$ cat src/ppc_pkg.sv
// package: register addresses, reset values and field masks of the port pad configuration block
package ppc_pkg;
	localparam int PPC_NUM_REGS = 9;
	localparam logic [7:0] PPC_ADDR_PU0 = 8'ha4;
	localparam logic [7:0] PPC_ADDR_PU1 = 8'ha5;
	localparam logic [7:0] PPC_ADDR_PU2 = 8'ha6;
	localparam logic [7:0] PPC_ADDR_PU3 = 8'ha7;
	localparam logic [7:0] PPC_ADDR_PU4 = 8'hac;
	localparam logic [7:0] PPC_ADDR_PU5 = 8'had;
	localparam logic [7:0] PPC_ADDR_PU6 = 8'hae;
	localparam logic [7:0] PPC_ADDR_PU7 = 8'haf;
	localparam logic [7:0] PPC_ADDR_DIR7 = 8'hbf;
	// reset: pull-ups off, port 7 in output mode
	localparam logic [7:0] PPC_RST_PU = 8'h00;
	localparam logic [7:0] PPC_RST_DIR7 = 8'h00;
	// implemented bits per register, indexed like the address table
	localparam logic [7:0] PPC_MASK_FULL = 8'hff;
	localparam logic [7:0] PPC_MASK_PU2 = 8'hf0;
	localparam logic [7:0] PPC_MASK_PU3 = 8'h3f;
	typedef logic [7:0] ppc_byte_t;
	typedef ppc_byte_t [PPC_NUM_REGS-1:0] ppc_bank_t;
	localparam ppc_bank_t PPC_ADDR_TABLE = '{PPC_ADDR_DIR7, PPC_ADDR_PU7, PPC_ADDR_PU6,
		PPC_ADDR_PU5, PPC_ADDR_PU4, PPC_ADDR_PU3, PPC_ADDR_PU2, PPC_ADDR_PU1, PPC_ADDR_PU0};
	localparam ppc_bank_t PPC_MASK_TABLE = '{PPC_MASK_FULL, PPC_MASK_FULL, PPC_MASK_FULL,
		PPC_MASK_FULL, PPC_MASK_FULL, PPC_MASK_PU3, PPC_MASK_PU2, PPC_MASK_FULL, PPC_MASK_FULL};
	localparam ppc_bank_t PPC_RST_TABLE = '{PPC_RST_DIR7, PPC_RST_PU, PPC_RST_PU, PPC_RST_PU,
		PPC_RST_PU, PPC_RST_PU, PPC_RST_PU, PPC_RST_PU, PPC_RST_PU};
	localparam int PPC_IDX_DIR7 = 8;
endpackage : ppc_pkg

$ cat src/ppc_bank_if.sv
// interface between the access decoder and the register bank
interface ppc_bank_if;
	import ppc_pkg::*;
	logic [PPC_NUM_REGS-1:0] writeSel;
	ppc_byte_t writeData;
	ppc_bank_t bankValue;
	modport ctrl (output writeSel, output writeData, input bankValue);
	modport bank (input writeSel, input writeData, output bankValue);
endinterface : ppc_bank_if

$ cat src/ppc_reg_bank.sv
// register bank: nine byte-wide configuration registers with masked bits
module ppc_reg_bank
	import ppc_pkg::*;
(
	input wire logic ref_clk,
	input wire logic sys_rst,
	ppc_bank_if.bank bus
);
	typedef struct packed {
		ppc_bank_t regs;
	} ppc_bank_s;
	ppc_bank_s state;
	ppc_bank_s next_state;

	// whole-byte write; unimplemented bits forced to zero so they never hold a value
	always_comb begin
		next_state = state;
		for (int i = 0; i < PPC_NUM_REGS; i++) begin
			if (bus.writeSel[i]) begin
				next_state.regs[i] = bus.writeData & PPC_MASK_TABLE[i];
			end
		end
	end

	always_ff @(posedge ref_clk or posedge sys_rst) begin
		if (sys_rst) begin
			state.regs <= PPC_RST_TABLE;
		end else begin
			state <= next_state;
		end
	end

	assign bus.bankValue = state.regs;

	// a masked bit must never read back as one
	AST_MASKED_ZERO: assert property (@(posedge ref_clk) disable iff (sys_rst)
		(state.regs[2][3:0] == 4'h0) && (state.regs[3][7:6] == 2'h0))
		else $error("unimplemented bits hold a one");
endmodule : ppc_reg_bank

$ cat src/ppc_port_pad_config.sv
// top: special-function-register access and pad control outputs for port pull-ups and port 7 direction
module ppc_port_pad_config
	import ppc_pkg::*;
(
	input wire logic ref_clk,
	input wire logic sys_rst,
	input wire logic [7:0] sfrAddr,
	input wire logic sfrWrite,
	input wire logic sfrRead,
	input wire logic [7:0] sfrWriteData,
	output logic [7:0] sfrReadData,
	output logic sfrHit,
	output logic [7:0] port0PullupOn,
	output logic [7:0] port1PullupOn,
	output logic [3:0] port2PullupOn,
	output logic [5:0] port3PullupOn,
	output logic [7:0] port4PullupOn,
	output logic [7:0] port5PullupOn,
	output logic [7:0] port6PullupOn,
	output logic [7:0] port7PullupOn,
	output logic [7:0] port7PinInputSelect
);
	ppc_bank_if bankBus();

	typedef struct packed {
		logic [7:0] readData;
		logic hit;
		logic [7:0] pu0;
		logic [7:0] pu1;
		logic [3:0] pu2;
		logic [5:0] pu3;
		logic [7:0] pu4;
		logic [7:0] pu5;
		logic [7:0] pu6;
		logic [7:0] pu7;
		logic [7:0] dir7;
	} ppc_top_s;
	ppc_top_s state;
	ppc_top_s next_state;
	logic [PPC_NUM_REGS-1:0] addrMatch;

	// one address comparator per register; the core only issues byte addresses
	genvar g;
	generate
		for (g = 0; g < PPC_NUM_REGS; g++) begin : gDecode
			assign addrMatch[g] = (sfrAddr == PPC_ADDR_TABLE[g]);
		end
	endgenerate

	// write strobe reaches the bank only for a decoded address, as a full byte
	assign bankBus.writeSel = sfrWrite ? addrMatch : '0;
	assign bankBus.writeData = sfrWriteData;

	ppc_reg_bank uBank (
		.ref_clk(ref_clk),
		.sys_rst(sys_rst),
		.bus(bankBus.bank)
	);

	// pad controls follow the bank one cycle late so every output leaves a flop
	always_comb begin
		next_state = state;
		next_state.pu0 = bankBus.bankValue[0];
		next_state.pu1 = bankBus.bankValue[1];
		next_state.pu2 = bankBus.bankValue[2][7:4];
		next_state.pu3 = bankBus.bankValue[3][5:0];
		next_state.pu4 = bankBus.bankValue[4];
		next_state.pu5 = bankBus.bankValue[5];
		next_state.pu6 = bankBus.bankValue[6];
		next_state.pu7 = bankBus.bankValue[7];
		next_state.dir7 = bankBus.bankValue[PPC_IDX_DIR7];
		// read mux: unmapped addresses return zero and no hit
		next_state.hit = sfrRead && (|addrMatch);
		next_state.readData = 8'h00;
		if (sfrRead) begin
			for (int i = 0; i < PPC_NUM_REGS; i++) begin
				if (addrMatch[i]) begin
					next_state.readData = bankBus.bankValue[i];
				end
			end
		end
	end

	always_ff @(posedge ref_clk or posedge sys_rst) begin
		if (sys_rst) begin
			state <= '{readData: 8'h00, hit: 1'b0, pu0: PPC_RST_PU, pu1: PPC_RST_PU,
				pu2: PPC_RST_PU[7:4], pu3: PPC_RST_PU[5:0], pu4: PPC_RST_PU, pu5: PPC_RST_PU,
				pu6: PPC_RST_PU, pu7: PPC_RST_PU, dir7: PPC_RST_DIR7};
		end else begin
			state <= next_state;
		end
	end

	assign sfrReadData = state.readData;
	assign sfrHit = state.hit;
	assign port0PullupOn = state.pu0;
	assign port1PullupOn = state.pu1;
	assign port2PullupOn = state.pu2;
	assign port3PullupOn = state.pu3;
	assign port4PullupOn = state.pu4;
	assign port5PullupOn = state.pu5;
	assign port6PullupOn = state.pu6;
	assign port7PullupOn = state.pu7;
	assign port7PinInputSelect = state.dir7;

	AST_DIR7_WRITE: assert property (@(posedge ref_clk) disable iff (sys_rst)
		(sfrWrite && sfrAddr == PPC_ADDR_DIR7) |-> ##2 (port7PinInputSelect == $past(sfrWriteData, 2)))
		else $error("port 7 direction did not follow write");
	AST_PU0_WRITE: assert property (@(posedge ref_clk) disable iff (sys_rst)
		(sfrWrite && sfrAddr == 8'ha4) |-> ##2 (port0PullupOn == $past(sfrWriteData, 2)))
		else $error("port 0 pull-up did not follow write");
	AST_PU1_WRITE: assert property (@(posedge ref_clk) disable iff (sys_rst)
		(sfrWrite && sfrAddr == 8'ha5) |-> ##2 (port1PullupOn == $past(sfrWriteData, 2)))
		else $error("port 1 pull-up did not follow write");
	AST_PU2_WRITE: assert property (@(posedge ref_clk) disable iff (sys_rst)
		(sfrWrite && sfrAddr == 8'ha6) |-> ##2 (port2PullupOn == $past(sfrWriteData[7:4], 2)))
		else $error("port 2 pull-up upper bits wrong");
	AST_PU2_LOWREAD: assert property (@(posedge ref_clk) disable iff (sys_rst)
		(sfrRead && sfrAddr == 8'ha6) |=> (sfrReadData[3:0] == 4'h0 && sfrHit))
		else $error("port 2 low bits read nonzero");
	AST_PU3_WRITE: assert property (@(posedge ref_clk) disable iff (sys_rst)
		(sfrWrite && sfrAddr == 8'ha7) |-> ##2 (port3PullupOn == $past(sfrWriteData[5:0], 2)))
		else $error("port 3 pull-up wrong");
	AST_PU3_RESREAD: assert property (@(posedge ref_clk) disable iff (sys_rst)
		(sfrRead && sfrAddr == 8'ha7) |=> (sfrReadData[7:6] == 2'h0))
		else $error("port 3 reserved bits read nonzero");
	AST_PU4_WRITE: assert property (@(posedge ref_clk) disable iff (sys_rst)
		(sfrWrite && sfrAddr == 8'hac) |-> ##2 (port4PullupOn == $past(sfrWriteData, 2)))
		else $error("port 4 pull-up did not follow write");
	AST_PU5_WRITE: assert property (@(posedge ref_clk) disable iff (sys_rst)
		(sfrWrite && sfrAddr == 8'had) |-> ##2 (port5PullupOn == $past(sfrWriteData, 2)))
		else $error("port 5 pull-up did not follow write");
	AST_PU6_WRITE: assert property (@(posedge ref_clk) disable iff (sys_rst)
		(sfrWrite && sfrAddr == 8'hae) |-> ##2 (port6PullupOn == $past(sfrWriteData, 2)))
		else $error("port 6 pull-up did not follow write");
	AST_PU7_WRITE: assert property (@(posedge ref_clk) disable iff (sys_rst)
		(sfrWrite && sfrAddr == 8'haf) |-> ##2 (port7PullupOn == $past(sfrWriteData, 2)))
		else $error("port 7 pull-up did not follow write");
	AST_UNMAPPED: assert property (@(posedge ref_clk) disable iff (sys_rst)
		(sfrRead && !(|addrMatch)) |=> (!sfrHit && sfrReadData == 8'h00))
		else $error("unmapped read answered");
	AST_READBACK: assert property (@(posedge ref_clk) disable iff (sys_rst)
		(sfrWrite && sfrAddr == 8'hbf) ##1 (sfrRead && !sfrWrite && sfrAddr == 8'hbf)
		|=> (sfrReadData == $past(sfrWriteData, 2)))
		else $error("port 7 direction readback wrong");

	// port 0: pad holds unless written, read hits, readback new and old values, pad agrees with read
	AST_PU0_HOLD: assert property (@(posedge ref_clk) disable iff (sys_rst)
		!(sfrWrite && sfrAddr == PPC_ADDR_PU0)
		|-> ##2 $stable(port0PullupOn))
		else $error("port 0 pull-up moved without a write");
	AST_PU0_HIT: assert property (@(posedge ref_clk) disable iff (sys_rst)
		(sfrRead && sfrAddr == PPC_ADDR_PU0)
		|=> sfrHit)
		else $error("port 0 pull-up read not answered");
	AST_PU0_RDBACK: assert property (@(posedge ref_clk) disable iff (sys_rst)
		(sfrWrite && sfrAddr == PPC_ADDR_PU0) ##1 (sfrRead && !sfrWrite && sfrAddr == PPC_ADDR_PU0)
		|=> (sfrReadData == $past(sfrWriteData & PPC_MASK_FULL, 2)))
		else $error("port 0 pull-up readback wrong");
	AST_PU0_RDOLD: assert property (@(posedge ref_clk) disable iff (sys_rst)
		(sfrWrite && sfrAddr == PPC_ADDR_PU0) ##1 (sfrRead && sfrWrite && sfrAddr == PPC_ADDR_PU0)
		|=> (sfrReadData == $past(sfrWriteData & PPC_MASK_FULL, 2)))
		else $error("port 0 pull-up read during write not old value");
	AST_PU0_PADMATCH: assert property (@(posedge ref_clk) disable iff (sys_rst)
		(sfrRead && sfrAddr == PPC_ADDR_PU0)
		|=> (sfrReadData == port0PullupOn))
		else $error("port 0 pad and register disagree");

	// port 1: same checks; a pad must never drift without its own write
	AST_PU1_HOLD: assert property (@(posedge ref_clk) disable iff (sys_rst)
		!(sfrWrite && sfrAddr == PPC_ADDR_PU1)
		|-> ##2 $stable(port1PullupOn))
		else $error("port 1 pull-up moved without a write");
	AST_PU1_HIT: assert property (@(posedge ref_clk) disable iff (sys_rst)
		(sfrRead && sfrAddr == PPC_ADDR_PU1)
		|=> sfrHit)
		else $error("port 1 pull-up read not answered");
	AST_PU1_RDBACK: assert property (@(posedge ref_clk) disable iff (sys_rst)
		(sfrWrite && sfrAddr == PPC_ADDR_PU1) ##1 (sfrRead && !sfrWrite && sfrAddr == PPC_ADDR_PU1)
		|=> (sfrReadData == $past(sfrWriteData & PPC_MASK_FULL, 2)))
		else $error("port 1 pull-up readback wrong");
	AST_PU1_RDOLD: assert property (@(posedge ref_clk) disable iff (sys_rst)
		(sfrWrite && sfrAddr == PPC_ADDR_PU1) ##1 (sfrRead && sfrWrite && sfrAddr == PPC_ADDR_PU1)
		|=> (sfrReadData == $past(sfrWriteData & PPC_MASK_FULL, 2)))
		else $error("port 1 pull-up read during write not old value");
	AST_PU1_PADMATCH: assert property (@(posedge ref_clk) disable iff (sys_rst)
		(sfrRead && sfrAddr == PPC_ADDR_PU1)
		|=> (sfrReadData == port1PullupOn))
		else $error("port 1 pad and register disagree");

	// port 2: only the upper nibble reaches pads, the lower nibble reads zero
	AST_PU2_HOLD: assert property (@(posedge ref_clk) disable iff (sys_rst)
		!(sfrWrite && sfrAddr == PPC_ADDR_PU2)
		|-> ##2 $stable(port2PullupOn))
		else $error("port 2 pull-up moved without a write");
	AST_PU2_HIT: assert property (@(posedge ref_clk) disable iff (sys_rst)
		(sfrRead && sfrAddr == PPC_ADDR_PU2)
		|=> sfrHit)
		else $error("port 2 pull-up read not answered");
	AST_PU2_RDBACK: assert property (@(posedge ref_clk) disable iff (sys_rst)
		(sfrWrite && sfrAddr == PPC_ADDR_PU2) ##1 (sfrRead && !sfrWrite && sfrAddr == PPC_ADDR_PU2)
		|=> (sfrReadData == $past(sfrWriteData & PPC_MASK_PU2, 2)))
		else $error("port 2 pull-up readback wrong");
	AST_PU2_RDOLD: assert property (@(posedge ref_clk) disable iff (sys_rst)
		(sfrWrite && sfrAddr == PPC_ADDR_PU2) ##1 (sfrRead && sfrWrite && sfrAddr == PPC_ADDR_PU2)
		|=> (sfrReadData == $past(sfrWriteData & PPC_MASK_PU2, 2)))
		else $error("port 2 pull-up read during write not old value");
	AST_PU2_PADMATCH: assert property (@(posedge ref_clk) disable iff (sys_rst)
		(sfrRead && sfrAddr == PPC_ADDR_PU2)
		|=> (sfrReadData[7:4] == port2PullupOn))
		else $error("port 2 pad and register disagree");

	// port 3: reserved top bits are dropped on write and never reach a pad
	AST_PU3_HOLD: assert property (@(posedge ref_clk) disable iff (sys_rst)
		!(sfrWrite && sfrAddr == PPC_ADDR_PU3)
		|-> ##2 $stable(port3PullupOn))
		else $error("port 3 pull-up moved without a write");
	AST_PU3_HIT: assert property (@(posedge ref_clk) disable iff (sys_rst)
		(sfrRead && sfrAddr == PPC_ADDR_PU3)
		|=> sfrHit)
		else $error("port 3 pull-up read not answered");
	AST_PU3_RDBACK: assert property (@(posedge ref_clk) disable iff (sys_rst)
		(sfrWrite && sfrAddr == PPC_ADDR_PU3) ##1 (sfrRead && !sfrWrite && sfrAddr == PPC_ADDR_PU3)
		|=> (sfrReadData == $past(sfrWriteData & PPC_MASK_PU3, 2)))
		else $error("port 3 pull-up readback wrong");
	AST_PU3_RDOLD: assert property (@(posedge ref_clk) disable iff (sys_rst)
		(sfrWrite && sfrAddr == PPC_ADDR_PU3) ##1 (sfrRead && sfrWrite && sfrAddr == PPC_ADDR_PU3)
		|=> (sfrReadData == $past(sfrWriteData & PPC_MASK_PU3, 2)))
		else $error("port 3 pull-up read during write not old value");
	AST_PU3_PADMATCH: assert property (@(posedge ref_clk) disable iff (sys_rst)
		(sfrRead && sfrAddr == PPC_ADDR_PU3)
		|=> (sfrReadData[5:0] == port3PullupOn))
		else $error("port 3 pad and register disagree");

	// port 4: full byte of pull-ups
	AST_PU4_HOLD: assert property (@(posedge ref_clk) disable iff (sys_rst)
		!(sfrWrite && sfrAddr == PPC_ADDR_PU4)
		|-> ##2 $stable(port4PullupOn))
		else $error("port 4 pull-up moved without a write");
	AST_PU4_HIT: assert property (@(posedge ref_clk) disable iff (sys_rst)
		(sfrRead && sfrAddr == PPC_ADDR_PU4)
		|=> sfrHit)
		else $error("port 4 pull-up read not answered");
	AST_PU4_RDBACK: assert property (@(posedge ref_clk) disable iff (sys_rst)
		(sfrWrite && sfrAddr == PPC_ADDR_PU4) ##1 (sfrRead && !sfrWrite && sfrAddr == PPC_ADDR_PU4)
		|=> (sfrReadData == $past(sfrWriteData & PPC_MASK_FULL, 2)))
		else $error("port 4 pull-up readback wrong");
	AST_PU4_RDOLD: assert property (@(posedge ref_clk) disable iff (sys_rst)
		(sfrWrite && sfrAddr == PPC_ADDR_PU4) ##1 (sfrRead && sfrWrite && sfrAddr == PPC_ADDR_PU4)
		|=> (sfrReadData == $past(sfrWriteData & PPC_MASK_FULL, 2)))
		else $error("port 4 pull-up read during write not old value");
	AST_PU4_PADMATCH: assert property (@(posedge ref_clk) disable iff (sys_rst)
		(sfrRead && sfrAddr == PPC_ADDR_PU4)
		|=> (sfrReadData == port4PullupOn))
		else $error("port 4 pad and register disagree");

	// port 5: full byte of pull-ups
	AST_PU5_HOLD: assert property (@(posedge ref_clk) disable iff (sys_rst)
		!(sfrWrite && sfrAddr == PPC_ADDR_PU5)
		|-> ##2 $stable(port5PullupOn))
		else $error("port 5 pull-up moved without a write");
	AST_PU5_HIT: assert property (@(posedge ref_clk) disable iff (sys_rst)
		(sfrRead && sfrAddr == PPC_ADDR_PU5)
		|=> sfrHit)
		else $error("port 5 pull-up read not answered");
	AST_PU5_RDBACK: assert property (@(posedge ref_clk) disable iff (sys_rst)
		(sfrWrite && sfrAddr == PPC_ADDR_PU5) ##1 (sfrRead && !sfrWrite && sfrAddr == PPC_ADDR_PU5)
		|=> (sfrReadData == $past(sfrWriteData & PPC_MASK_FULL, 2)))
		else $error("port 5 pull-up readback wrong");
	AST_PU5_RDOLD: assert property (@(posedge ref_clk) disable iff (sys_rst)
		(sfrWrite && sfrAddr == PPC_ADDR_PU5) ##1 (sfrRead && sfrWrite && sfrAddr == PPC_ADDR_PU5)
		|=> (sfrReadData == $past(sfrWriteData & PPC_MASK_FULL, 2)))
		else $error("port 5 pull-up read during write not old value");
	AST_PU5_PADMATCH: assert property (@(posedge ref_clk) disable iff (sys_rst)
		(sfrRead && sfrAddr == PPC_ADDR_PU5)
		|=> (sfrReadData == port5PullupOn))
		else $error("port 5 pad and register disagree");

	// port 6: full byte of pull-ups
	AST_PU6_HOLD: assert property (@(posedge ref_clk) disable iff (sys_rst)
		!(sfrWrite && sfrAddr == PPC_ADDR_PU6)
		|-> ##2 $stable(port6PullupOn))
		else $error("port 6 pull-up moved without a write");
	AST_PU6_HIT: assert property (@(posedge ref_clk) disable iff (sys_rst)
		(sfrRead && sfrAddr == PPC_ADDR_PU6)
		|=> sfrHit)
		else $error("port 6 pull-up read not answered");
	AST_PU6_RDBACK: assert property (@(posedge ref_clk) disable iff (sys_rst)
		(sfrWrite && sfrAddr == PPC_ADDR_PU6) ##1 (sfrRead && !sfrWrite && sfrAddr == PPC_ADDR_PU6)
		|=> (sfrReadData == $past(sfrWriteData & PPC_MASK_FULL, 2)))
		else $error("port 6 pull-up readback wrong");
	AST_PU6_RDOLD: assert property (@(posedge ref_clk) disable iff (sys_rst)
		(sfrWrite && sfrAddr == PPC_ADDR_PU6) ##1 (sfrRead && sfrWrite && sfrAddr == PPC_ADDR_PU6)
		|=> (sfrReadData == $past(sfrWriteData & PPC_MASK_FULL, 2)))
		else $error("port 6 pull-up read during write not old value");
	AST_PU6_PADMATCH: assert property (@(posedge ref_clk) disable iff (sys_rst)
		(sfrRead && sfrAddr == PPC_ADDR_PU6)
		|=> (sfrReadData == port6PullupOn))
		else $error("port 6 pad and register disagree");

	// port 7 pull-ups: full byte
	AST_PU7_HOLD: assert property (@(posedge ref_clk) disable iff (sys_rst)
		!(sfrWrite && sfrAddr == PPC_ADDR_PU7)
		|-> ##2 $stable(port7PullupOn))
		else $error("port 7 pull-up moved without a write");
	AST_PU7_HIT: assert property (@(posedge ref_clk) disable iff (sys_rst)
		(sfrRead && sfrAddr == PPC_ADDR_PU7)
		|=> sfrHit)
		else $error("port 7 pull-up read not answered");
	AST_PU7_RDBACK: assert property (@(posedge ref_clk) disable iff (sys_rst)
		(sfrWrite && sfrAddr == PPC_ADDR_PU7) ##1 (sfrRead && !sfrWrite && sfrAddr == PPC_ADDR_PU7)
		|=> (sfrReadData == $past(sfrWriteData & PPC_MASK_FULL, 2)))
		else $error("port 7 pull-up readback wrong");
	AST_PU7_RDOLD: assert property (@(posedge ref_clk) disable iff (sys_rst)
		(sfrWrite && sfrAddr == PPC_ADDR_PU7) ##1 (sfrRead && sfrWrite && sfrAddr == PPC_ADDR_PU7)
		|=> (sfrReadData == $past(sfrWriteData & PPC_MASK_FULL, 2)))
		else $error("port 7 pull-up read during write not old value");
	AST_PU7_PADMATCH: assert property (@(posedge ref_clk) disable iff (sys_rst)
		(sfrRead && sfrAddr == PPC_ADDR_PU7)
		|=> (sfrReadData == port7PullupOn))
		else $error("port 7 pad and register disagree");

	// port 7 direction: a stray write here would flip live outputs into inputs
	AST_DIR7_HOLD: assert property (@(posedge ref_clk) disable iff (sys_rst)
		!(sfrWrite && sfrAddr == PPC_ADDR_DIR7)
		|-> ##2 $stable(port7PinInputSelect))
		else $error("port 7 direction moved without a write");
	AST_DIR7_HIT: assert property (@(posedge ref_clk) disable iff (sys_rst)
		(sfrRead && sfrAddr == PPC_ADDR_DIR7)
		|=> sfrHit)
		else $error("port 7 direction read not answered");
	AST_DIR7_RDOLD: assert property (@(posedge ref_clk) disable iff (sys_rst)
		(sfrWrite && sfrAddr == PPC_ADDR_DIR7) ##1 (sfrRead && sfrWrite && sfrAddr == PPC_ADDR_DIR7)
		|=> (sfrReadData == $past(sfrWriteData & PPC_MASK_FULL, 2)))
		else $error("port 7 direction read during write not old value");
	AST_DIR7_PADMATCH: assert property (@(posedge ref_clk) disable iff (sys_rst)
		(sfrRead && sfrAddr == PPC_ADDR_DIR7)
		|=> (sfrReadData == port7PinInputSelect))
		else $error("port 7 direction pad and register disagree");
endmodule : ppc_port_pad_config

$ cat config.mk
export PLATFORM = sky130hd
export DESIGN_NAME = ppc_port_pad_config
export DESIGN_NICKNAME = d
export VERILOG_FILES = /design/src/ppc_pkg.sv /design/src/ppc_bank_if.sv /design/src/ppc_reg_bank.sv /design/src/ppc_port_pad_config.sv
export SDC_FILE = /design/constraint.sdc
export NUM_CORES = 1
export LEC_CHECK = 0
export BUFFER_PORTS_ARGS = -buffer_cell sky130_fd_sc_hd__buf_2
export CAP_MARGIN = 20
export CORE_ASPECT_RATIO = 1.75
export CORE_MARGIN = 2
export CORE_UTILIZATION = 50
export DETAILED_ROUTE_END_ITERATION = 16
export GPL_TIMING_DRIVEN = 1
export HOLD_SLACK_MARGIN = 0.12
export MAX_ROUTING_LAYER = met4
export PLACE_DENSITY = 0.76
export RECOVER_POWER = 25
export SYNTH_ARGS = -nofsm -noshare
export SYNTH_HDL_FRONTEND = slang
export SYNTH_SLANG_ARGS = --single-unit
$ cat constraint.sdc
create_clock -name ref_clk -period 4.1 [get_ports ref_clk]
set_clock_uncertainty 0.1 [all_clocks]
set_input_delay 0.41 -clock ref_clk [delete_from_list [all_inputs] [get_ports ref_clk]]
set_output_delay 0.41 -clock ref_clk [all_outputs]
set_load 0.02 [all_outputs]
==> results.sh, run 1 <==
export IMPL_antenna_found_initial=0
export IMPL_cp_num_cells=5
export IMPL_start_kind="primary input"
export IMPL_synth_area_leaders="dfrtp_1 67%, mux2_2 11%, mux2_1 2.8%, mux2_4 2.3%, mux4_2 1.3%"
export IMPL_crit_chain="buf_2, and4b_1, nand2_2, nor2_4, mux2_2"
export IMPL_hold_viol_final=0
export IMPL_grt_pass1_wl_um=18600
export IMPL_end_kind="flop"
export IMPL_ff2ff_setup_slack_ns=2.52
export IMPL_syn2layout_area_growth_pct=21.8
export IMPL_grt_pass1_vias=3408
export IMPL_synth_area_mm2=0.00530
export IMPL_place_congestion=0.918
export IMPL_ys_types=47
export IMPL_multi_input_area_mm2=0.00166
export IMPL_die_w_um=81.8
export IMPL_layout_drive_gt1_share_pct=46.7
export IMPL_r2r_start="uBank.bus.bankValue[28]$_DFFE_PP0P_"
export IMPL_path_clk_slew_ns=0.06
export IMPL_async_flop_share_pct=100
export IMPL_grt_use_total_pct=22.8
export IMPL_leakagePower_nw=3.38
export IMPL_path_delay_family="simple AND/OR/NAND/NOR gates"
export IMPL_fp_coreArea_mm2=0.0103
export IMPL_cp_required_ns=4.30
export IMPL_num_fill_cells=770
export IMPL_drtAntennaViolNets=0
export IMPL_critPathBufInv=1
export IMPL_critPathMaxFanout=14
export IMPL_wire_per_inst_um=20.4
export IMPL_final_cells=562
export IMPL_ys_seq_area_share_pct=66.6
export IMPL_cts_root_buf="clkbuf_16"
export IMPL_overflow=0
export IMPL_finalMaxSlewViolations=0
export IMPL_syn_num_nets=342
export IMPL_grt_max_degree=142
export IMPL_clock_latency_ns=0.41
export IMPL_cts_resized=0
export IMPL_via_count=3107
export IMPL_r2r_cells=4
export IMPL_slowest_delay_ns=0.72
export IMPL_setup_slack_ns=2.01
export IMPL_num_rows=49
export IMPL_period_share_pct=50.9
export IMPL_cts_buffer_depth=2
export IMPL_synth_top_area_share_pct=66.6
export IMPL_cp_arrival_ns=2.28
export IMPL_hold_class="in2async"
export IMPL_yosysWarnings=0
export IMPL_hpwl_um=7830
export IMPL_ctsHoldBuffers=0
export IMPL_period_needed_ns=2.09
export IMPL_crit_end="uBank.bus.bankValue[62]$_DFFE_PP0P_"
export IMPL_first_pass_iters=4
export IMPL_p_per_area_mw_per_mm2=505
export IMPL_cp_startpoint="sfrAddr[6]"
export IMPL_synth_edf_count=0
export IMPL_final_nets=442
export IMPL_power_mw=3.26
export IMPL_place_ws_ns=1.58
export IMPL_syn_avg_cell_area_um2=16.4
export IMPL_cts_max_level=4
export IMPL_first_iter_violations=242
export IMPL_diodes=0
export IMPL_yosys_area_top_type="dfrtp_1"
export IMPL_drt_total_wl_um=11400
export IMPL_timing_slew_headroom_pct=51.0
export IMPL_r2r_end="sfrReadData[4]$_DFF_PP0_"
export IMPL_seq_area_mm2=0.00353
export IMPL_dieArea_mm2=0.0115
export IMPL_cts_sinks=141
export IMPL_die_y_um=140
export IMPL_num_io_pins=95
export IMPL_synthFlopType="dfrtp_1"
export IMPL_viasPerCell=5.53
export IMPL_tightest_slew_ns=0.735
export IMPL_drcViolationCount=0
export IMPL_start_util_pct=51.4
export IMPL_placed_cells=530
export IMPL_ys_ff_latch=141
export IMPL_critPathSlowestCell="and4b_1"
export IMPL_path_class="in2reg"
export IMPL_port_buffers=94
export IMPL_status="finished clean"
export IMPL_synth_cells=322
export IMPL_fin_tns_setup_ns=0
export IMPL_grt_setup_unrepaired="no"
export IMPL_cts_made_buffers=17
export IMPL_cts_tree="done"
export IMPL_vdd_drop_max_uv=384
export IMPL_max_freq_ghz=0.479
export IMPL_setup_viol=0
export IMPL_cts_setup_buffers=0
export IMPL_max_cap_viol_count=0
## kinds of logic (layout without fill, tap and decap cells)
group | count (synthesis) | in the layout | share of synthesized area (%)
AO/OA/AOI/OAI | 35 | 35 | 5.24
multiplexers | 78 | 78 | 18.0
flip-flops | 141 | 141 | 66.6
buffers and inverters | 15 | 128 | 2.08
AND/OR/NAND/NOR | 53 | 53 | 8.06
## how the worst min path moves through the flow
stage                                                    from                                  end  depth (start not counted)
final                                                 sys_rst           port4PullupOn[2]$_DFF_PP0_                          3
after global routing                                  sys_rst             sfrReadData[1]$_DFF_PP0_                          3
after CTS                                             sys_rst  uBank.bus.bankValue[33]$_DFFE_PP0P_                          3
after detailed placement  uBank.bus.bankValue[21]$_DFFE_PP0P_           port2PullupOn[1]$_DFF_PP0_                          0
after global placement    uBank.bus.bankValue[13]$_DFFE_PP0P_           port1PullupOn[5]$_DFF_PP0_                          0
after floorplan           uBank.bus.bankValue[56]$_DFFE_PP0P_           port7PullupOn[0]$_DFF_PP0_                          0
## cells in the mapped netlist (2+ instances only)
library cell and instances:
mux2i_1 3, mux2_2 50, nand2_1 7, nor4bb_1 4, nand3_1 2, nand4_4 2, o21ai_0 5, a211oi_1 4
nand2b_1 4, buf_4 2, nand3b_1 3, and3_1 2, a21oi_1 2, mux4_2 3, dfrtp_1 141, nor2_4 6
buf_2 7, nand2_2 2, o211ai_1 2, a22oi_1 4, o2bb2ai_1 2, mux2_4 8, nand4_1 5, nor2_1 3
mux2_1 13, o221ai_1 5, buf_6 5, o2111a_1 5, nor2b_1 3
## cell type report
type                       count  share of cell area, %
sequential                   141                   54.7
tap                          127                   2.46
clock inverter                 9                   2.07
clock buffer                  23                   7.41
timing repair buffer          95                   7.60
multi-input combinational    166                   25.7
inverter                       1                 0.0776
## layer usage
layer | GRT usage [%] | routed length [µm] | up-vias | part of all wire [%]
met2 | 38.0 | 6360 | 103 | 56
met5 | - | 0 | - | 0
met4 | 10.1 | 362 | 0 | 3.2
met3 | 4.77 | 442 | 29 | 3.9
li1 | - | - | 1384 | -
met1 | 26.1 | 4290 | 1591 | 37
## through the flow
step | hold WS [ns] | area [µm²] | utilization [%]
final | 0.114 | 6450 | 62.6
after global routing | 0.214 | 6450 | 62.6
after CTS | 0.154 | 6450 | 62.7
after detailed placement | 0.286 | 5840 | 56.7
after global placement | 0.273 | 5840 | 56.7
after floorplan | 0.259 | 5300 | -
## flip-flops by register name, indices dropped and copies added (netlist names)
name and count:
uBank.bus.bankValue 66, port0PullupOn 8, port1PullupOn 8, port4PullupOn 8, port5PullupOn 8, port6PullupOn 8, port7PinInputSelect 8, port7PullupOn 8
sfrReadData 8, port3PullupOn 6, port2PullupOn 4, sfrHit 1
## where the power goes
| part | switching, mW | total [mW] | internal, mW |
|---|---|---|---|
| Clock | 0.553 | 1.56 | 1.01 |
| Combinational | 0.133 | 0.206 | 0.0732 |
| Sequential | 0.0363 | 1.49 | 1.45 |
| Total | 0.722 | 3.26 | 2.53 |
## placed cells by master, fill, tap and decap left out, types with 4 or more instances in the layout
cell,n
dfrtp_1,141
buf_2,94
mux2_2,50
clkbuf_16,17
mux2_1,13
mux2_4,8
nand2_1,7
nor2_4,6
o221ai_1,5
o2111a_1,5
nand4_1,5
o21ai_0,5
nand2b_1,4
nor4bb_1,4
a211oi_1,4
a22oi_1,4
## worst reg2reg max path: cells and delay by family (launching register included)
kind | cells | cell delay, ns
and+or+nand+nor | 1 | 0.16
AOI/OAI and AO/OA | 2 | 0.29
DFF | 1 | 0.41
muxes | 1 | 0.50
(Power assumes the default switching activity.)
==> inputs of run 2 (changes only) <==
Settings changed: ABC_AREA from default to 1, CORE_UTILIZATION 50 to 49, PLACE_DENSITY 0.76 to 0.74.
Clock period 4.1 ns to 1.7 ns, I/O delays scaled along.
==> run 2 against run 1 <==
Compared with the run above: the flow now finishes with violations (negative setup slack); flip-flop and latch count stayed put; combinational power is 140% higher; synthesized cell count is 47% higher; hold slack worse by 0.0074 ns; sequential power is 140% higher; design area is 1.9% higher; die area hardly changed; non-clock buffer count is 14 higher; core utilization is 1.2 points higher; register-to-register slack worse by 2.1 ns; clock-buffer cell count is 2 lower; via count is 27% higher.
==> results.sh, run 2 <==
export IMPL_switching_share_pct=22.1
export IMPL_hold_worst_slack_ns=0.106
export IMPL_cpMostUsedCell="nor2_1"
export IMPL_final_util_pct=63.8
export IMPL_path_delay_family="buffers and inverters"
export IMPL_setup_viol=1
export IMPL_synth_area_mm2=0.00519
export IMPL_period_share_pct=101
export IMPL_end_kind="flop"
export IMPL_grt_use_total_pct=25.7
export IMPL_grt_max_degree=70
export IMPL_period_needed_ns=1.72
export IMPL_clock_latency_ns=0.42
export IMPL_p_per_area_mw_per_mm2=1260
export IMPL_start_util_pct=50.4
export IMPL_cp_arrival_ns=1.92
export IMPL_ys_ff_latch=141
export IMPL_power_frac_comb_pct=5.9
export IMPL_hold_path_end="uBank.bus.bankValue[62]$_DFFE_PP0P_"
export IMPL_grt_pass1_wl_um=20500
export IMPL_largest_register_ffs=66
export IMPL_overflow=0
export IMPL_finalMaxSlewViolations=0
export IMPL_crit_chain="dlygate4sd3_1, buf_2, nand2_1, nor2_1, nand4_1, o21ai_0, nor2_1"
export IMPL_sequentialPowerShare_pct=43.6
export IMPL_cts_max_level=4
export IMPL_slowest_delay_ns=0.51
export IMPL_syn2layout_area_growth_pct=26.6
export IMPL_antenna_found_initial=0
export IMPL_drt_total_wl_um=13100
export IMPL_num_io_pins=95
export IMPL_die_y_um=140
export IMPL_min_delay_start="sfrWriteData[6]"
export IMPL_tightest_slew_ns=0.849
export IMPL_drtAntennaViolNets=0
export IMPL_hold_depth=3
export IMPL_fp_coreArea_mm2=0.0103
export IMPL_critPathBufInv=2
export IMPL_diodes=0
export IMPL_syn_avg_cell_area_um2=11.0
export IMPL_hold_class="in2reg"
export IMPL_num_rows=49
export IMPL_port_buffers=94
export IMPL_final_common_cell="dfrtp_1"
export IMPL_timing_slew_headroom_pct=43.4
export IMPL_path_clk_slew_ns=0.06
export IMPL_cts_setup_buffers=0
export IMPL_hold_viol_final=0
export IMPL_postLayoutCellArea_mm2=0.00657
export IMPL_first_iter_violations=300
export IMPL_yosysWarnings=0
export IMPL_first_pass_iters=5
export IMPL_grt_setup_unrepaired="yes"
export IMPL_synth_area_leaders="dfrtp_1 68%, nand2_1 8.5%, o21ai_0 3.7%, o21ai_2 2.7%, inv_1 2.4%"
export IMPL_cts_buffer_depth=2
export IMPL_place_ws_ns=0.0720
export IMPL_ff2ff_setup_slack_ns=0.40
export IMPL_p_clk_share_pct=50.4
export IMPL_via_count=3934
export IMPL_cts_made_buffers=17
export IMPL_die_w_um=81.8
export IMPL_vdd_drop_max_uv=776
export IMPL_status="finished with violations"
export IMPL_synth_edf_count=0
export IMPL_synth_top_cells_by_count="141 x dfrtp_1, 118 x nand2_1, 38 x o21ai_0, 33 x inv_1, 24 x o21ai_1"
export IMPL_setup_slack_ns=-0.0250
export IMPL_ys_types=26
export IMPL_synth_top_area_share_pct=68.0
export IMPL_async_flop_share_pct=100
export IMPL_final_cell_mix="141 x dfrtp_1, 117 x nand2_1, 94 x buf_2"
export IMPL_r2r_start="uBank.bus.bankValue[23]$_DFFE_PP0P_"
export IMPL_cp_required_ns=1.89
export IMPL_yosys_area_top_type="dfrtp_1"
export IMPL_synth_most_common_cell="dfrtp_1"
export IMPL_critPathMaxFanout=9
export IMPL_syn_num_nets=494
export IMPL_grt_pass1_vias=3944
export IMPL_synth_cells=474
export IMPL_ys_seq_area_share_pct=68.0
export IMPL_max_cap_viol_count=0
export IMPL_layout_drive_gt1_share_pct=30.5
export IMPL_dpl_cell_area_mm2=0.00586
export IMPL_start_kind="primary input"
export IMPL_r2r_end="sfrReadData[7]$_DFF_PP0_"
export IMPL_path_class="in2reg"
export IMPL_max_freq_ghz=0.580
export IMPL_dieArea_mm2=0.0115
export IMPL_leakagePower_nw=3.58
export IMPL_final_nets=611
export IMPL_violations="negative setup slack"
export IMPL_cts_tree="done"
export IMPL_hpwl_um=9110
export IMPL_cts_sinks=141
export IMPL_switching_power_mw=1.82
export IMPL_wire_per_inst_um=17.9
export IMPL_r2r_cells=6
export IMPL_cts_root_buf="clkbuf_16"
export IMPL_drcViolationCount=0
export IMPL_critPathSlowestCell="dlygate4sd3_1"
export IMPL_viasPerCell=5.39
export IMPL_p_int_mw=6.44
export IMPL_synthFlopType="dfrtp_1"
export IMPL_place_congestion=0.929
run 2: cell count changes in the layout (fill, tap and decap cells not counted), moves of 13 or more:
cell / previous run / this run
mux2_2: 50 / 0
mux2_1: 13 / 0
o21ai_2: 0 / 17
nand2_1: 7 / 117
nor2_1: 3 / 16
o21ai_0: 5 / 34
inv_1: 0 / 32
nand3_1: 2 / 22
o21ai_1: 1 / 27
run 2: power groups by stage:
stage	clock, mW	combinational [mW]	sequential, mW
CTS	4.16	0.500	3.60
detailed placement	0	0.490	3.66
finish	4.17	0.490	3.60
floorplan	0	0.189	3.72
global route	4.31	0.538	3.61
global placement	0	0.475	3.66
run 2: how the worst max path moves through the flow:
| stage | from | end | slack, ns | depth (start not counted) |
|---|---|---|---|---|
| after global placement | sfrAddr[4] | sfrReadData[3]$_DFF_PP0_ | 0.07 | 10 |
| after floorplan | sys_rst | port0PullupOn[0]$_DFF_PP0_ | -0.33 | 1 |
| after CTS | sfrAddr[2] | sfrReadData[2]$_DFF_PP0_ | 0.02 | 9 |
| after global routing | sfrAddr[2] | sfrReadData[7]$_DFF_PP0_ | -0.06 | 12 |
| after detailed placement | sfrAddr[1] | sfrReadData[2]$_DFF_PP0_ | 0.07 | 8 |
| final | sfrAddr[2] | sfrReadData[1]$_DFF_PP0_ | -0.02 | 7 |
run 2: worst reg2reg max path, stage by stage (launching register included):
cell,delay (ns)
dfrtp_1,0.40
nand3_1,0.13
nand3_1,0.10
nor2_1,0.16
nand4_1,0.16
nand3_1,0.11
inv_1,0.04
run 2: final cells by class:
type	count	area (µm²)
Timing Repair Buffer	109	628
Fill cell	782	3730
Sequential cell	141	3530
Inverter	41	158
Clock buffer	21	450
Tap cell	127	159
Clock inverter	10	213
Multi-Input combinational cell	281	1440
run 2: per-layer routing:
metal  global-route usage (%)  share of wire, %  vias to the layer above
met5                        -                 0                        -
met4                     18.1               5.9                        0
met3                     4.64               5.0                       57
met2                     41.9                54                      162
met1                     27.1                35                     1949
li1                         -                 -                     1766
run 2: repair_timing:
action                                 in CTS  in global routing
hold buffers                                4                  0
gates resized for setup                     0                 12
setup endpoints to repair                   0                 20
endpoints found under the hold margin     149                  0
run 2: logic make-up (layout without fill, tap and decap cells):
| logic type | Yosys count | in the layout | share of synthesized area, % |
|---|---|---|---|
| compound gates | 87 | 87 | 9.59 |
| buf+inv | 52 | 181 | 4.80 |
| flops | 141 | 141 | 68.0 |
| simple gates | 194 | 194 | 17.7 |
run 2: stage by stage:
stage                     TNS (ns)  power [mW]  instances
after floorplan             -46.96        3.91        474
after global placement           0        4.13        695
after detailed placement         0        4.15        695
after CTS                        0        8.26        730
after global routing        -0.139        8.46        730
final                      -0.0250        8.26        730
==> inputs of run 3 (changes only) <==
Settings changed: PLACE_DENSITY 0.74 to 0.85, SLEW_MARGIN from default to 15.
==> run 3 against run 2 <==
Compared with the run above: the flow now finishes without violations; critical path depth is 3 lower; critical endpoint is now sfrHit$_DFF_PP0_; highest routed layer unchanged; total power is 4.1% lower; clock power is 8.4% lower; flip-flop and latch count stayed put.
==> results.sh, run 3 (synthesis results as in run 2) <==
export IMPL_diodes=0
export IMPL_r2r_cells=6
export IMPL_status="finished clean"
export IMPL_first_iter_violations=334
export IMPL_hold_class="in2reg"
export IMPL_largest_register_ffs=66
export IMPL_critPathMaxFanout=9
export IMPL_hold_depth=3
export IMPL_path_class="in2reg"
export IMPL_leakagePower_nw=3.54
export IMPL_vdd_drop_max_uv=1050
export IMPL_drtAntennaViolNets=0
export IMPL_cts_made_buffers=17
export IMPL_r2r_end="sfrReadData[2]$_DFF_PP0_"
export IMPL_cts_sinks=141
export IMPL_syn2layout_area_growth_pct=25.3
export IMPL_hpwl_um=9270
export IMPL_cts_tree="done"
export IMPL_start_kind="primary input"
export IMPL_cts_root_buf="clkbuf_16"
export IMPL_hold_viol_final=0
export IMPL_final_nets=608
export IMPL_start_util_pct=50.4
export IMPL_r2r_start="uBank.bus.bankValue[26]$_DFFE_PP0P_"
export IMPL_path_clk_slew_ns=0.06
export IMPL_first_pass_iters=5
export IMPL_num_rows=49
export IMPL_cts_max_level=4
export IMPL_cts_buffer_depth=2
export IMPL_timing_slew_headroom_pct=32.4
export IMPL_final_cell_mix="141 x dfrtp_1, 118 x nand2_1, 93 x buf_2"
export IMPL_period_share_pct=81.6
export IMPL_layout_drive_gt1_share_pct=29.1
export IMPL_hold_path_end="uBank.bus.bankValue[62]$_DFFE_PP0P_"
export IMPL_viasPerCell=5.37
export IMPL_finalMaxSlewViolations=0
export IMPL_antenna_found_initial=0
export IMPL_grt_setup_unrepaired="no"
export IMPL_setup_viol=0
export IMPL_grt_max_degree=43
export IMPL_max_cap_viol_count=0
export IMPL_postLayoutCellArea_mm2=0.00651
export IMPL_drcViolationCount=0
export IMPL_grt_use_total_pct=26.8
export IMPL_grt_pass1_wl_um=21400
export IMPL_cts_setup_buffers=0
export IMPL_p_per_area_mw_per_mm2=1220
export IMPL_placed_cells=692
export IMPL_grt_pass1_vias=4011
export IMPL_period_needed_ns=1.39
export IMPL_ff2ff_setup_slack_ns=0.40
export IMPL_dieArea_mm2=0.0115
export IMPL_via_count=3906
export IMPL_drt_total_wl_um=13500
export IMPL_clock_latency_ns=0.42
export IMPL_min_delay_start="sfrWriteData[6]"
export IMPL_final_cells=728
export IMPL_port_buffers=94
export IMPL_overflow=0
export IMPL_hold_worst_slack_ns=0.120
export IMPL_fin_tns_setup_ns=0
export IMPL_end_kind="flop"
export IMPL_num_io_pins=95
export IMPL_dpl_cell_area_mm2=0.00585
export IMPL_place_congestion=0.954
export IMPL_num_fill_cells=812
export IMPL_cp_arrival_ns=1.64
export IMPL_cp_required_ns=1.96
export IMPL_tightest_slew_ns=1.01
export IMPL_max_freq_ghz=0.721
export IMPL_final_common_cell="dfrtp_1"
export IMPL_die_y_um=140
export IMPL_cts_resized=0
export IMPL_die_w_um=81.8
export IMPL_wire_per_inst_um=18.6
export IMPL_fp_coreArea_mm2=0.0103
[run 3: metrics by stage]
stage	utilization, %	worst slack (ns)	power [mW]
global placement	56.8	0.102	4.12
global route	63.2	0.242	8.17
finish	63.2	0.314	7.92
detailed placement	56.8	0.0693	4.14
floorplan	-	-0.333	3.91
CTS	63.2	0.321	7.95
[run 3: power breakdown]
part           switching (mW)  internal (mW)  leakage [nW]
sequential             0.0960           3.51          1.95
clock                    1.34           2.48         0.293
combinational           0.348          0.148          1.30
[run 3: timing repair]
item | CTS | global route
hold endpoints to repair | 150 | 0
hold buffers | 4 | 0
endpoints found under the setup margin | 0 | 0
[run 3: how the worst max path moves through the flow]
stage          startpoint                          to  slack (ns)  depth (start not counted)
6_report          sfrRead            sfrHit$_DFF_PP0_        0.31                          4
3_3_place_gp   sfrAddr[4]    sfrReadData[3]$_DFF_PP0_        0.10                         10
5_1_grt           sfrRead            sfrHit$_DFF_PP0_        0.24                          4
3_5_place_dp   sfrAddr[4]    sfrReadData[2]$_DFF_PP0_        0.07                         10
2_1_floorplan     sys_rst  port0PullupOn[0]$_DFF_PP0_       -0.33                          1
4_1_cts           sfrRead            sfrHit$_DFF_PP0_        0.32                          4
[run 3: metal layers]
layer  part of all wire (%)  GRT usage (%)
met1                     33           27.7
met2                     55           44.3
met5                      0              -
met4                    5.9           16.8
met3                    5.8           6.19
[run 3: worst max-delay path, stage by stage]
cell and delay, ns:
dlygate4sd3_1 0.52, buf_2 0.20, a21boi_0 0.18, dlygate4sd3_1 0.56
[run 3: layout make-up]
class	instances	area (µm²)	area share, %
flip-flops and latches	141	3530	54.2
multi-input cells	281	1420	21.7
well taps	127	159	2.44
clock inverters	11	166	2.56
clock buffers	21	450	6.92
inverters	41	156	2.40
repair buffers	106	632	9.71
